File: src/rtl/pwm_timer_consts.svh
// Purpose: Offsets, field positions and reset values of the PWM timer
// Assumes: 32-bit classic Wishbone slave, word-aligned registers
// Notes:   Definitions only
`ifndef PWM_TIMER_CONSTS_SVH
`define PWM_TIMER_CONSTS_SVH

`define NUM_MATCH        7
`define NUM_OUT          6
`define CNT_W            32

// Register byte offsets
`define OFS_CTRL         8'h00
`define OFS_STATUS       8'h04
`define OFS_MASK         8'h08
`define OFS_COUNT        8'h0C
`define OFS_PSC_TERM     8'h10
`define OFS_PSC_CNT      8'h14
`define OFS_MATCH_CTRL   8'h18
`define OFS_OUT_CTRL     8'h1C
`define OFS_MATCH_BASE   8'h20

// Control fields
`define CTRL_RUN_BIT     0
`define CTRL_HOLD_BIT    1
// Match control: three bits per match register
`define MCR_STRIDE       3
`define MCR_INT_BIT      0
`define MCR_RST_BIT      1
`define MCR_STOP_BIT     2
`define MCR_W            21
// Output control: double-edge selects and enables
`define OCR_DBL_LSB      0
`define OCR_EN_LSB       8

`define RST_WORD         32'h0000_0000
`define RST_CTRL         2'h2
`define RST_FLAGS        7'h00

`endif

File: src/rtl/pwm_timer_pkg.sv
// Purpose: Shared types of the PWM timer
// Assumes: Constants come from pwm_timer_consts.svh
// Notes:   Bus request travels as one packed struct
package pwm_timer_pkg;

   // One classic Wishbone request as seen by the slave
   typedef struct packed {
      logic        we;
      logic [7:0]  adr;
      logic [3:0]  sel;
      logic [31:0] dat;
   } wb_req_type;

   typedef logic [31:0] word_type;

endpackage

File: src/rtl/pwm_out_channel.sv
// Purpose: One PWM output flip-flop driven by set and clear events
// Assumes: Events are single-cycle pulses on the counter tick
// Notes:   Clear beats set, so equal edges give a low output
`timescale 1ns/100ps
module pwm_out_channel
   import pwm_timer_pkg::*;
(
   input  wire logic clk_sys,   // System clock
   input  wire logic rst_b,     // Async reset, active low
   input  wire logic enable,    // Output enabled, else constant low
   input  wire logic set_evt,   // Rising edge event
   input  wire logic clr_evt,   // Falling edge event
   output logic      pwm_ff     // Registered output level
);

   // Level follows the latest event; clear wins when both arrive together
   always_ff @(posedge clk_sys or negedge rst_b) begin
      if (!rst_b) begin
         pwm_ff <= 1'b0;
      end else if (!enable || clr_evt) begin
         pwm_ff <= 1'b0;
      end else if (set_evt) begin
         pwm_ff <= 1'b1;
      end
   end

endmodule

File: src/rtl/pwm_prescaler.sv
// Purpose: Programmable prescaler producing the counter tick
// Assumes: Single clock domain, terminal value from a register
// Notes:   Tick is combinational so the counter steps in the same cycle
`timescale 1ns/100ps
module pwm_prescaler
   import pwm_timer_pkg::*;
#(
   parameter int W = 32
) (
   input  wire logic         clk_sys,   // System clock
   input  wire logic         rst_b,     // Async reset, active low
   input  wire logic         enable,    // Count allowed
   input  wire logic         clear,     // Hold at zero
   input  wire logic [W-1:0] terminal,  // Last count before tick
   output logic              tick,      // One-cycle counter step
   output logic      [W-1:0] count      // Current prescale count
);

   logic [W-1:0] psc_ff;

   assign count = psc_ff;
   assign tick  = enable && !clear && (psc_ff == terminal);

   // Restart from zero after the terminal value
   always_ff @(posedge clk_sys or negedge rst_b) begin
      if (!rst_b) begin
         psc_ff <= '0;
      end else if (clear || tick) begin
         psc_ff <= '0;
      end else if (enable) begin
         psc_ff <= psc_ff + 1'b1;
      end
   end

endmodule

File: src/rtl/pwm_timer.sv
// Purpose: Multi-output PWM timer with seven match registers
// Assumes: Classic Wishbone, one 40 MHz clock, async active-low reset
// Notes:   Output n in double-edge mode rises on match n-1, falls on match n
`timescale 1ns/100ps
`include "pwm_timer_consts.svh"

// Functional notes
// - Count clears on cycle match equality
// - Single-edge outputs rise at cycle, fall on own
// - Double-edge outputs use rise and fall matches
// - Double-edge edges anywhere inside the cycle
// - Seven matches serve six outputs, mixed
// - Match acts: continue, stop, reset, interrupt
// - Period and width in whole ticks, shared
// - 32-bit counter behind 32-bit prescaler
// - PWM outputs, the level interrupt and the bus replies leave the block
module pwm_timer
   import pwm_timer_pkg::*;
(
   input  wire logic        clk_sys,     // System clock, 40 MHz
   input  wire logic        rst_b,       // Async reset, active low
   input  wire logic        wb_cyc_i,    // Bus cycle
   input  wire logic        wb_stb_i,    // Strobe
   input  wire logic        wb_we_i,     // Write enable
   input  wire logic [7:0]  wb_adr_i,    // Byte address
   input  wire logic [3:0]  wb_sel_i,    // Byte lanes
   input  wire logic [31:0] wb_dat_i,    // Write data
   output logic      [31:0] wb_dat_o,    // Read data
   output logic             wb_ack_o,    // Acknowledge
   output logic             irq_o,       // Level interrupt
   output logic [`NUM_OUT:1] pwm_o       // PWM outputs
);

   wb_req_type               req;
   logic                     access;
   logic                     ack_ff;
   word_type                 rdat_ff;
   word_type                 nxt_rdat;
   logic                     run_ff;
   logic                     hold_ff;
   logic [`CNT_W-1:0]        tc_ff;
   logic [`CNT_W-1:0]        psc_term_ff;
   logic [`CNT_W-1:0]        psc_cnt;
   logic [`MCR_W-1:0]        mcr_ff;
   logic [15:0]              ocr_ff;
   logic [`NUM_MATCH-1:0]    status_ff;
   logic [`NUM_MATCH-1:0]    nxt_status;
   logic [`NUM_MATCH-1:0]    mask_ff;
   logic                     irq_ff;
   logic [`CNT_W-1:0]        match_ff [`NUM_MATCH];
   logic [`NUM_MATCH-1:0]    hit;
   logic [`NUM_MATCH-1:0]    ev;
   logic [`NUM_MATCH-1:0]    ev_int;
   logic [`NUM_MATCH-1:0]    ev_rst;
   logic [`NUM_MATCH-1:0]    ev_stop;
   logic                     tick;
   logic                     cnt_rst;
   logic                     stop_evt;
   logic [`NUM_OUT:1]        out_en;
   logic [`NUM_OUT:1]        out_dbl;

   // Merge byte lanes of a write into the old word
   function automatic word_type merge(input word_type old, input word_type dat,
                                      input logic [3:0] sel);
      word_type res;
      res = old;
      for (int b = 0; b < 4; b++) begin
         if (sel[b]) begin
            res[8*b +: 8] = dat[8*b +: 8];
         end
      end
      return res;
   endfunction

   // Bus request capture; one access per ack, ack drops the next cycle
   assign req    = '{we: wb_we_i, adr: wb_adr_i, sel: wb_sel_i, dat: wb_dat_i};
   assign access = wb_cyc_i && wb_stb_i && !ack_ff;

   function automatic logic wr_at(input wb_req_type r, input logic acc,
                                  input logic [7:0] ofs);
      return acc && r.we && (r.adr[7:2] == ofs[7:2]);
   endfunction

   // Counter step and match action decode
   pwm_prescaler #(.W(`CNT_W)) u_psc (
      .clk_sys  (clk_sys),
      .rst_b    (rst_b),
      .enable   (run_ff),
      .clear    (hold_ff),
      .terminal (psc_term_ff),
      .tick     (tick),
      .count    (psc_cnt)
   );

   // Per match register: storage, comparison, action bits
   genvar gm;
   generate
      for (gm = 0; gm < `NUM_MATCH; gm++) begin : g_match
         always_ff @(posedge clk_sys or negedge rst_b) begin
            if (!rst_b) begin
               match_ff[gm] <= `RST_WORD;
            end else if (wr_at(req, access, 8'(`OFS_MATCH_BASE + 4*gm))) begin
               match_ff[gm] <= merge(match_ff[gm], req.dat, req.sel);
            end
         end
         assign hit[gm]     = (tc_ff == match_ff[gm]);
         assign ev[gm]      = tick && hit[gm];
         assign ev_int[gm]  = ev[gm] && mcr_ff[`MCR_STRIDE*gm + `MCR_INT_BIT];
         assign ev_rst[gm]  = ev[gm] && mcr_ff[`MCR_STRIDE*gm + `MCR_RST_BIT];
         assign ev_stop[gm] = ev[gm] && mcr_ff[`MCR_STRIDE*gm + `MCR_STOP_BIT];
      end
   endgenerate

   // Cycle match always restarts the period; others only when asked
   assign cnt_rst  = ev[0] || (|ev_rst);
   assign stop_evt = |ev_stop;

   // Main 32-bit counter; software may load it directly
   always_ff @(posedge clk_sys or negedge rst_b) begin
      if (!rst_b) begin
         tc_ff <= `RST_WORD;
      end else if (wr_at(req, access, `OFS_COUNT)) begin
         tc_ff <= merge(tc_ff, req.dat, req.sel);
      end else if (hold_ff) begin
         tc_ff <= '0;
      end else if (tick) begin
         tc_ff <= cnt_rst ? '0 : tc_ff + 1'b1;
      end
   end

   // Run and hold; a stop match wins over a software start
   always_ff @(posedge clk_sys or negedge rst_b) begin
      if (!rst_b) begin
         {hold_ff, run_ff} <= `RST_CTRL;
      end else begin
         if (wr_at(req, access, `OFS_CTRL) && req.sel[0]) begin
            run_ff  <= req.dat[`CTRL_RUN_BIT];
            hold_ff <= req.dat[`CTRL_HOLD_BIT];
         end
         if (stop_evt) begin
            run_ff <= 1'b0;
         end
      end
   end

   // Configuration registers
   always_ff @(posedge clk_sys or negedge rst_b) begin
      if (!rst_b) begin
         psc_term_ff <= `RST_WORD;
         mcr_ff      <= '0;
         ocr_ff      <= '0;
         mask_ff     <= `RST_FLAGS;
      end else begin
         if (wr_at(req, access, `OFS_PSC_TERM)) begin
            psc_term_ff <= merge(psc_term_ff, req.dat, req.sel);
         end
         if (wr_at(req, access, `OFS_MATCH_CTRL)) begin
            mcr_ff <= `MCR_W'(merge(word_type'(mcr_ff), req.dat, req.sel));
         end
         if (wr_at(req, access, `OFS_OUT_CTRL)) begin
            ocr_ff <= 16'(merge(word_type'(ocr_ff), req.dat, req.sel));
         end
         if (wr_at(req, access, `OFS_MASK)) begin
            mask_ff <= `NUM_MATCH'(merge(word_type'(mask_ff), req.dat, req.sel));
         end
      end
   end

   // Sticky flags: read clears, but a new event in that cycle survives
   always_comb begin
      nxt_status = status_ff;
      if (access && !req.we && (req.adr[7:2] == `OFS_STATUS >> 2)) begin
         nxt_status = '0;
      end
      nxt_status = nxt_status | ev_int;
   end

   always_ff @(posedge clk_sys or negedge rst_b) begin
      if (!rst_b) begin
         status_ff <= `RST_FLAGS;
         irq_ff    <= 1'b0;
      end else begin
         status_ff <= nxt_status;
         irq_ff    <= |(nxt_status & mask_ff);
      end
   end

   // Output channels, single or double edge per output
   assign out_en  = ocr_ff[`OCR_EN_LSB +: `NUM_OUT];
   assign out_dbl = ocr_ff[`OCR_DBL_LSB +: `NUM_OUT];

   genvar go;
   generate
      for (go = 1; go <= `NUM_OUT; go++) begin : g_out
         logic set_evt;
         // Output 1 has no free match before it, so it is single-edge only
         assign set_evt = (go > 1 && out_dbl[go]) ? ev[go-1] : ev[0];
         pwm_out_channel u_chan (
            .clk_sys (clk_sys),
            .rst_b   (rst_b),
            .enable  (out_en[go]),
            .set_evt (set_evt),
            .clr_evt (ev[go]),
            .pwm_ff  (pwm_o[go])
         );
      end
   endgenerate

   // Read data mux; unmapped words read zero
   always_comb begin
      nxt_rdat = '0;
      if (req.adr[7:2] >= (`OFS_MATCH_BASE >> 2) &&
          req.adr[7:2] <  6'((`OFS_MATCH_BASE >> 2) + `NUM_MATCH)) begin
         nxt_rdat = match_ff[3'(req.adr[7:2] - (`OFS_MATCH_BASE >> 2))];
      end else begin
         unique case ({req.adr[7:2], 2'b00})
            `OFS_CTRL:       nxt_rdat = 32'({hold_ff, run_ff});
            `OFS_STATUS:     nxt_rdat = 32'(status_ff);
            `OFS_MASK:       nxt_rdat = 32'(mask_ff);
            `OFS_COUNT:      nxt_rdat = tc_ff;
            `OFS_PSC_TERM:   nxt_rdat = psc_term_ff;
            `OFS_PSC_CNT:    nxt_rdat = psc_cnt;
            `OFS_MATCH_CTRL: nxt_rdat = 32'(mcr_ff);
            `OFS_OUT_CTRL:   nxt_rdat = 32'(ocr_ff);
            default:         nxt_rdat = '0;
         endcase
      end
   end

   // Single-wait-state answer keeps every bus output registered
   always_ff @(posedge clk_sys or negedge rst_b) begin
      if (!rst_b) begin
         ack_ff  <= 1'b0;
         rdat_ff <= `RST_WORD;
      end else begin
         ack_ff <= access;
         if (access && !req.we) begin
            rdat_ff <= nxt_rdat;
         end
      end
   end

   assign wb_ack_o = ack_ff;
   assign wb_dat_o = rdat_ff;
   assign irq_o    = irq_ff;
endmodule

File: config.mk
export PLATFORM = sky130hd
export DESIGN_NAME = pwm_timer
export DESIGN_NICKNAME = d
export VERILOG_FILES = /design/src/rtl/pwm_timer_pkg.sv /design/src/rtl/pwm_out_channel.sv /design/src/rtl/pwm_prescaler.sv /design/src/rtl/pwm_timer.sv
export VERILOG_INCLUDE_DIRS = /design/src /design/src/rtl
export SDC_FILE = /design/constraint.sdc
export NUM_CORES = 1
export LEC_CHECK = 0
export CORE_MARGIN = 1
export CORE_UTILIZATION = 45
export CTS_BUF_LIST = sky130_fd_sc_hd__clkbuf_8 sky130_fd_sc_hd__clkbuf_16
export CTS_CLUSTER_SIZE = 12
export DETAILED_ROUTE_END_ITERATION = 10
export DONT_BUFFER_PORTS = 1
export PLACE_DENSITY = 0.6
export SLEW_MARGIN = 20
export SYNTH_ARGS = -nofsm -noshare
export SYNTH_HDL_FRONTEND = slang
export SYNTH_SLANG_ARGS = --single-unit
File: constraint.sdc
create_clock -name clk_sys -period 5.3 [get_ports clk_sys]
set_input_delay 0 -clock clk_sys [delete_from_list [all_inputs] [get_ports clk_sys]]
set_output_delay 0 -clock clk_sys [all_outputs]
set_load 0.01 [all_outputs]
==> impl_metrics.ini <==
[worst_hold_path]
hold_class = primary input to async pin

[critical_path]
crit_path_max_fanout = 20
path_class = register to register
cp_cell_sequence = xnor2_1 > nand4_1 > nor4_1 > nand3_1 > o2111ai_1 > a211o_1 > buf_4 > nor2_1 > buf_4 > a221o_1 > dlygate4sd3_1
required_ps = 5770
crit_slowest_cell = nor4_1
cp_common_cell = buf_4
endpoint_kind = register
reg2reg_slack_ps = 810
cp_slowest_stage_delay_ps = 940
startpoint_type = register
arrival_ps = 4970

[placed_design]
gp_congestion = 1.01
post-place-ws_ps = 1580
hpwlAfterDp_mm = 58.2
io_buffers = 0

[timing]
tightest_slew_ps = 1290
finalMaxSlewViolations = 0
fmax_mhz = 222
finalCriticalPeriod_ps = 4490
fin_crit_sh = 0.848
slew_headroom = 0.138
finalSetupViolations = 0
whs_ps = -880
skew_ps = 17.8
layout_setup_ws_ps = 805
fin_tns_setup_ps = 0
finalHoldViolCount = 416
rsz0062_at_grt = no

[pwr]
switchingPower_mw = 1.89
cellPowerDensity_mw_per_mm2 = 287
p_leak_nw = 11.5
sw_frac_of_total = 0.257
ir_drop_mv = 0.238
combPwrFrac = 0.078
sequentialPowerShare = 0.473
p_clk_frac = 0.449
internal_power_mw = 5.44

[synth]
synth_area_per_cell_um2 = 11.3
synthDistinctLibCells = 65
synth_nets = 2101
yosysWarnings = 0
synth_cells = 2050
synth-edff-count = 0
synthArstFlopShare = 1.00
yosysSeqAreaShare = 0.448
synth_ff_type = dfrtp_1
synth_seq_cells = 413
netlist_area_mm2 = 0.0231

[drt]
wl_mm = 84.2
vias = 17573
vias_per_cell = 6.39
wl_per_cell_um = 30.6
remaining_drc_errors = 0
drt_iter0_drc = 2534
postRouteAntennaNets = 0
drtPass1Iterations = 9

[clocking]
cts_sinks = 413
cts_made_buffers = 47
clkTransAtPathRegs_ps = 60
cts_max_path_buffers = 3
cts_tree = done
post_cts_buffers = 0
cts_resized = 0
clk_latency_ps = 590
htree_levels = 2
cts_hold_buf = 58
clock-root-buffer = clkbuf_16

[die]
start_util = 0.458
dieArea_mm2 = 0.0522
die_w_um = 229
io_pins = 89
core_area_mm2 = 0.0504
num_rows = 82
die_h_um = 229

[global_route]
grt_pass1_vias = 17122
overflow = 0
grt_antenna_before_repair = 15
grt_pass1_wl_mm = 122
grt_usage = 0.322
grt_max_degree = 414

[outcome]
violations = negative hold slack
status = complete, but fails checks

[final_layout]
nNetsFinal = 2080
syn_to_final_growth_pct = 10.4
drive_gt1_frac = 0.233

[run]
max_cap_viol_count = 0
## worst max-delay path, delay by kind of cell (launching register included)
| kind | cells | cell delay (ps) |
|---|---|---|
| AND/OR/NAND/NOR | 4 | 1510 |
| flip-flops | 1 | 880 |
| buffers and inverters | 3 | 1050 |
| AO/OA/AOI/OAI | 3 | 690 |
| XOR/XNOR | 1 | 210 |
## cell usage after synthesis, types with 3 or more instances
cell | count | area, um2
dfrtp_1 | 412 | 10300
nand2_1 | 155 | 582
o22ai_1 | 4 | 25.0
a221o_1 | 15 | 150
nor2b_1 | 6 | 37.5
nor2_1 | 106 | 398
o2111ai_1 | 12 | 105
nor4_2 | 3 | 37.5
o21a_1 | 11 | 82.6
or3_1 | 12 | 75.1
nand2b_1 | 3 | 18.8
o21ai_0 | 78 | 390
clkbuf_1 | 64 | 240
nor4_1 | 30 | 188
buf_4 | 27 | 203
nand3_1 | 37 | 185
mux4_2 | 36 | 811
a31oi_1 | 6 | 37.5
and4_1 | 4 | 35.0
xnor2_1 | 197 | 1730
a22o_1 | 9 | 78.8
buf_1 | 13 | 48.8
a221oi_1 | 5 | 43.8
a31o_2 | 6 | 52.6
buf_2 | 33 | 165
mux2_2 | 330 | 3720
xor2_1 | 82 | 718
a211o_1 | 5 | 43.8
a21o_1 | 6 | 45.0
and2_1 | 9 | 56.3
nor3_1 | 17 | 85.1
a22oi_1 | 34 | 255
buf_6 | 7 | 78.8
a21oi_1 | 40 | 200
nor3b_1 | 4 | 30.0
inv_1 | 20 | 75.1
nand4_1 | 67 | 419
mux2i_1 | 58 | 581
a222oi_1 | 15 | 150
or4_1 | 5 | 37.5
o31ai_1 | 7 | 52.6
and3_1 | 31 | 194
## placed cells by master (no fill, tap or decap), types with 15 or more instances in the layout
cell type,instances
dfrtp_1,412
nor2_1,104
a22oi_1,34
clkbuf_16,49
a222oi_1,15
xnor2_1,197
xor2_1,82
a221o_1,15
mux2i_1,58
nand2_1,155
inv_1,36
dlygate4sd3_1,57
o21ai_0,78
mux2_2,330
and3_1,31
nor4_1,30
a21oi_1,40
nand4_1,67
nand3_1,37
mux4_2,36
## cell type report
type	instances	area, um2
well taps	672	841
multi-input cells	1473	12000
flip-flops and latches	413	10300
clock inverters	26	160
fillers	4485	24900
repair buffers	74	706
clock buffers	60	1380
diodes	10	25.0
inverters	20	75.1
## power groups by stage
stage | clock, mW | combinational [mW] | sequential (mW)
floorplan | 0 | 0.432 | 3.43
global placement | 0 | 0.439 | 3.51
detailed placement | 0 | 0.445 | 3.52
CTS | 3.33 | 0.556 | 3.46
global route | 3.45 | 0.604 | 3.47
finish | 3.29 | 0.571 | 3.47
## flip-flops by register name, indices dropped and copies added (netlist names)
register             count
mcr_ff                  21
psc_term_ff             32
irq_o                    1
run_ff                   1
status_ff                7
u_psc.count             32
ocr_ff                  16
mask_ff                  7
match_ff               224
g_out.u_chan.pwm_ff      6
tc_ff                   32
wb_dat_o                32
hold_ff                  1
wb_ack_o                 1
## per-layer routing
metal,share of wire,global-route usage,vias up
li1,-,-,7384
met1,0.41,0.445,9030
met2,0.44,0.489,981
met3,0.11,0.0838,176
met4,0.039,0.113,2
met5,0.00017,0,-
## cells by family after synthesis
family,synth area share
AOI/OAI and AO/OA,0.0792
xor gates and xnor gates,0.107
adders and majority gates,0.00108
buffers and inverters,0.0351
DFF,0.448
muxes,0.223
and+or+nand+nor,0.108
## metrics by stage
stage / std cells / util / cell area [um2] / power (mW)
2_1_floorplan: 2050 / - / 23100 / 3.86
3_3_place_gp: 2592 / 0.463 / 23300 / 3.95
3_5_place_dp: 2592 / 0.463 / 23300 / 3.96
4_1_cts: 2736 / 0.505 / 25500 / 7.35
5_1_grt: 2744 / 0.506 / 25500 / 7.52
6_report: 2748 / 0.506 / 25500 / 7.33
## worst paths after layout
kind                             start              end  cells past startpoint
max                          tc_ff[14]         tc_ff[6]                     11
min                              rst_b     match_ff[91]                      0
max in group asynchronous        rst_b  u_psc.count[12]                      0
min reg2reg                 ocr_ff[14]       ocr_ff[14]                      1
max reg2reg                  tc_ff[14]         tc_ff[6]                     11
min in group clk_sys       wb_adr_i[7]     wb_dat_o[10]                      3
Power figures use the tool's default switching activity.
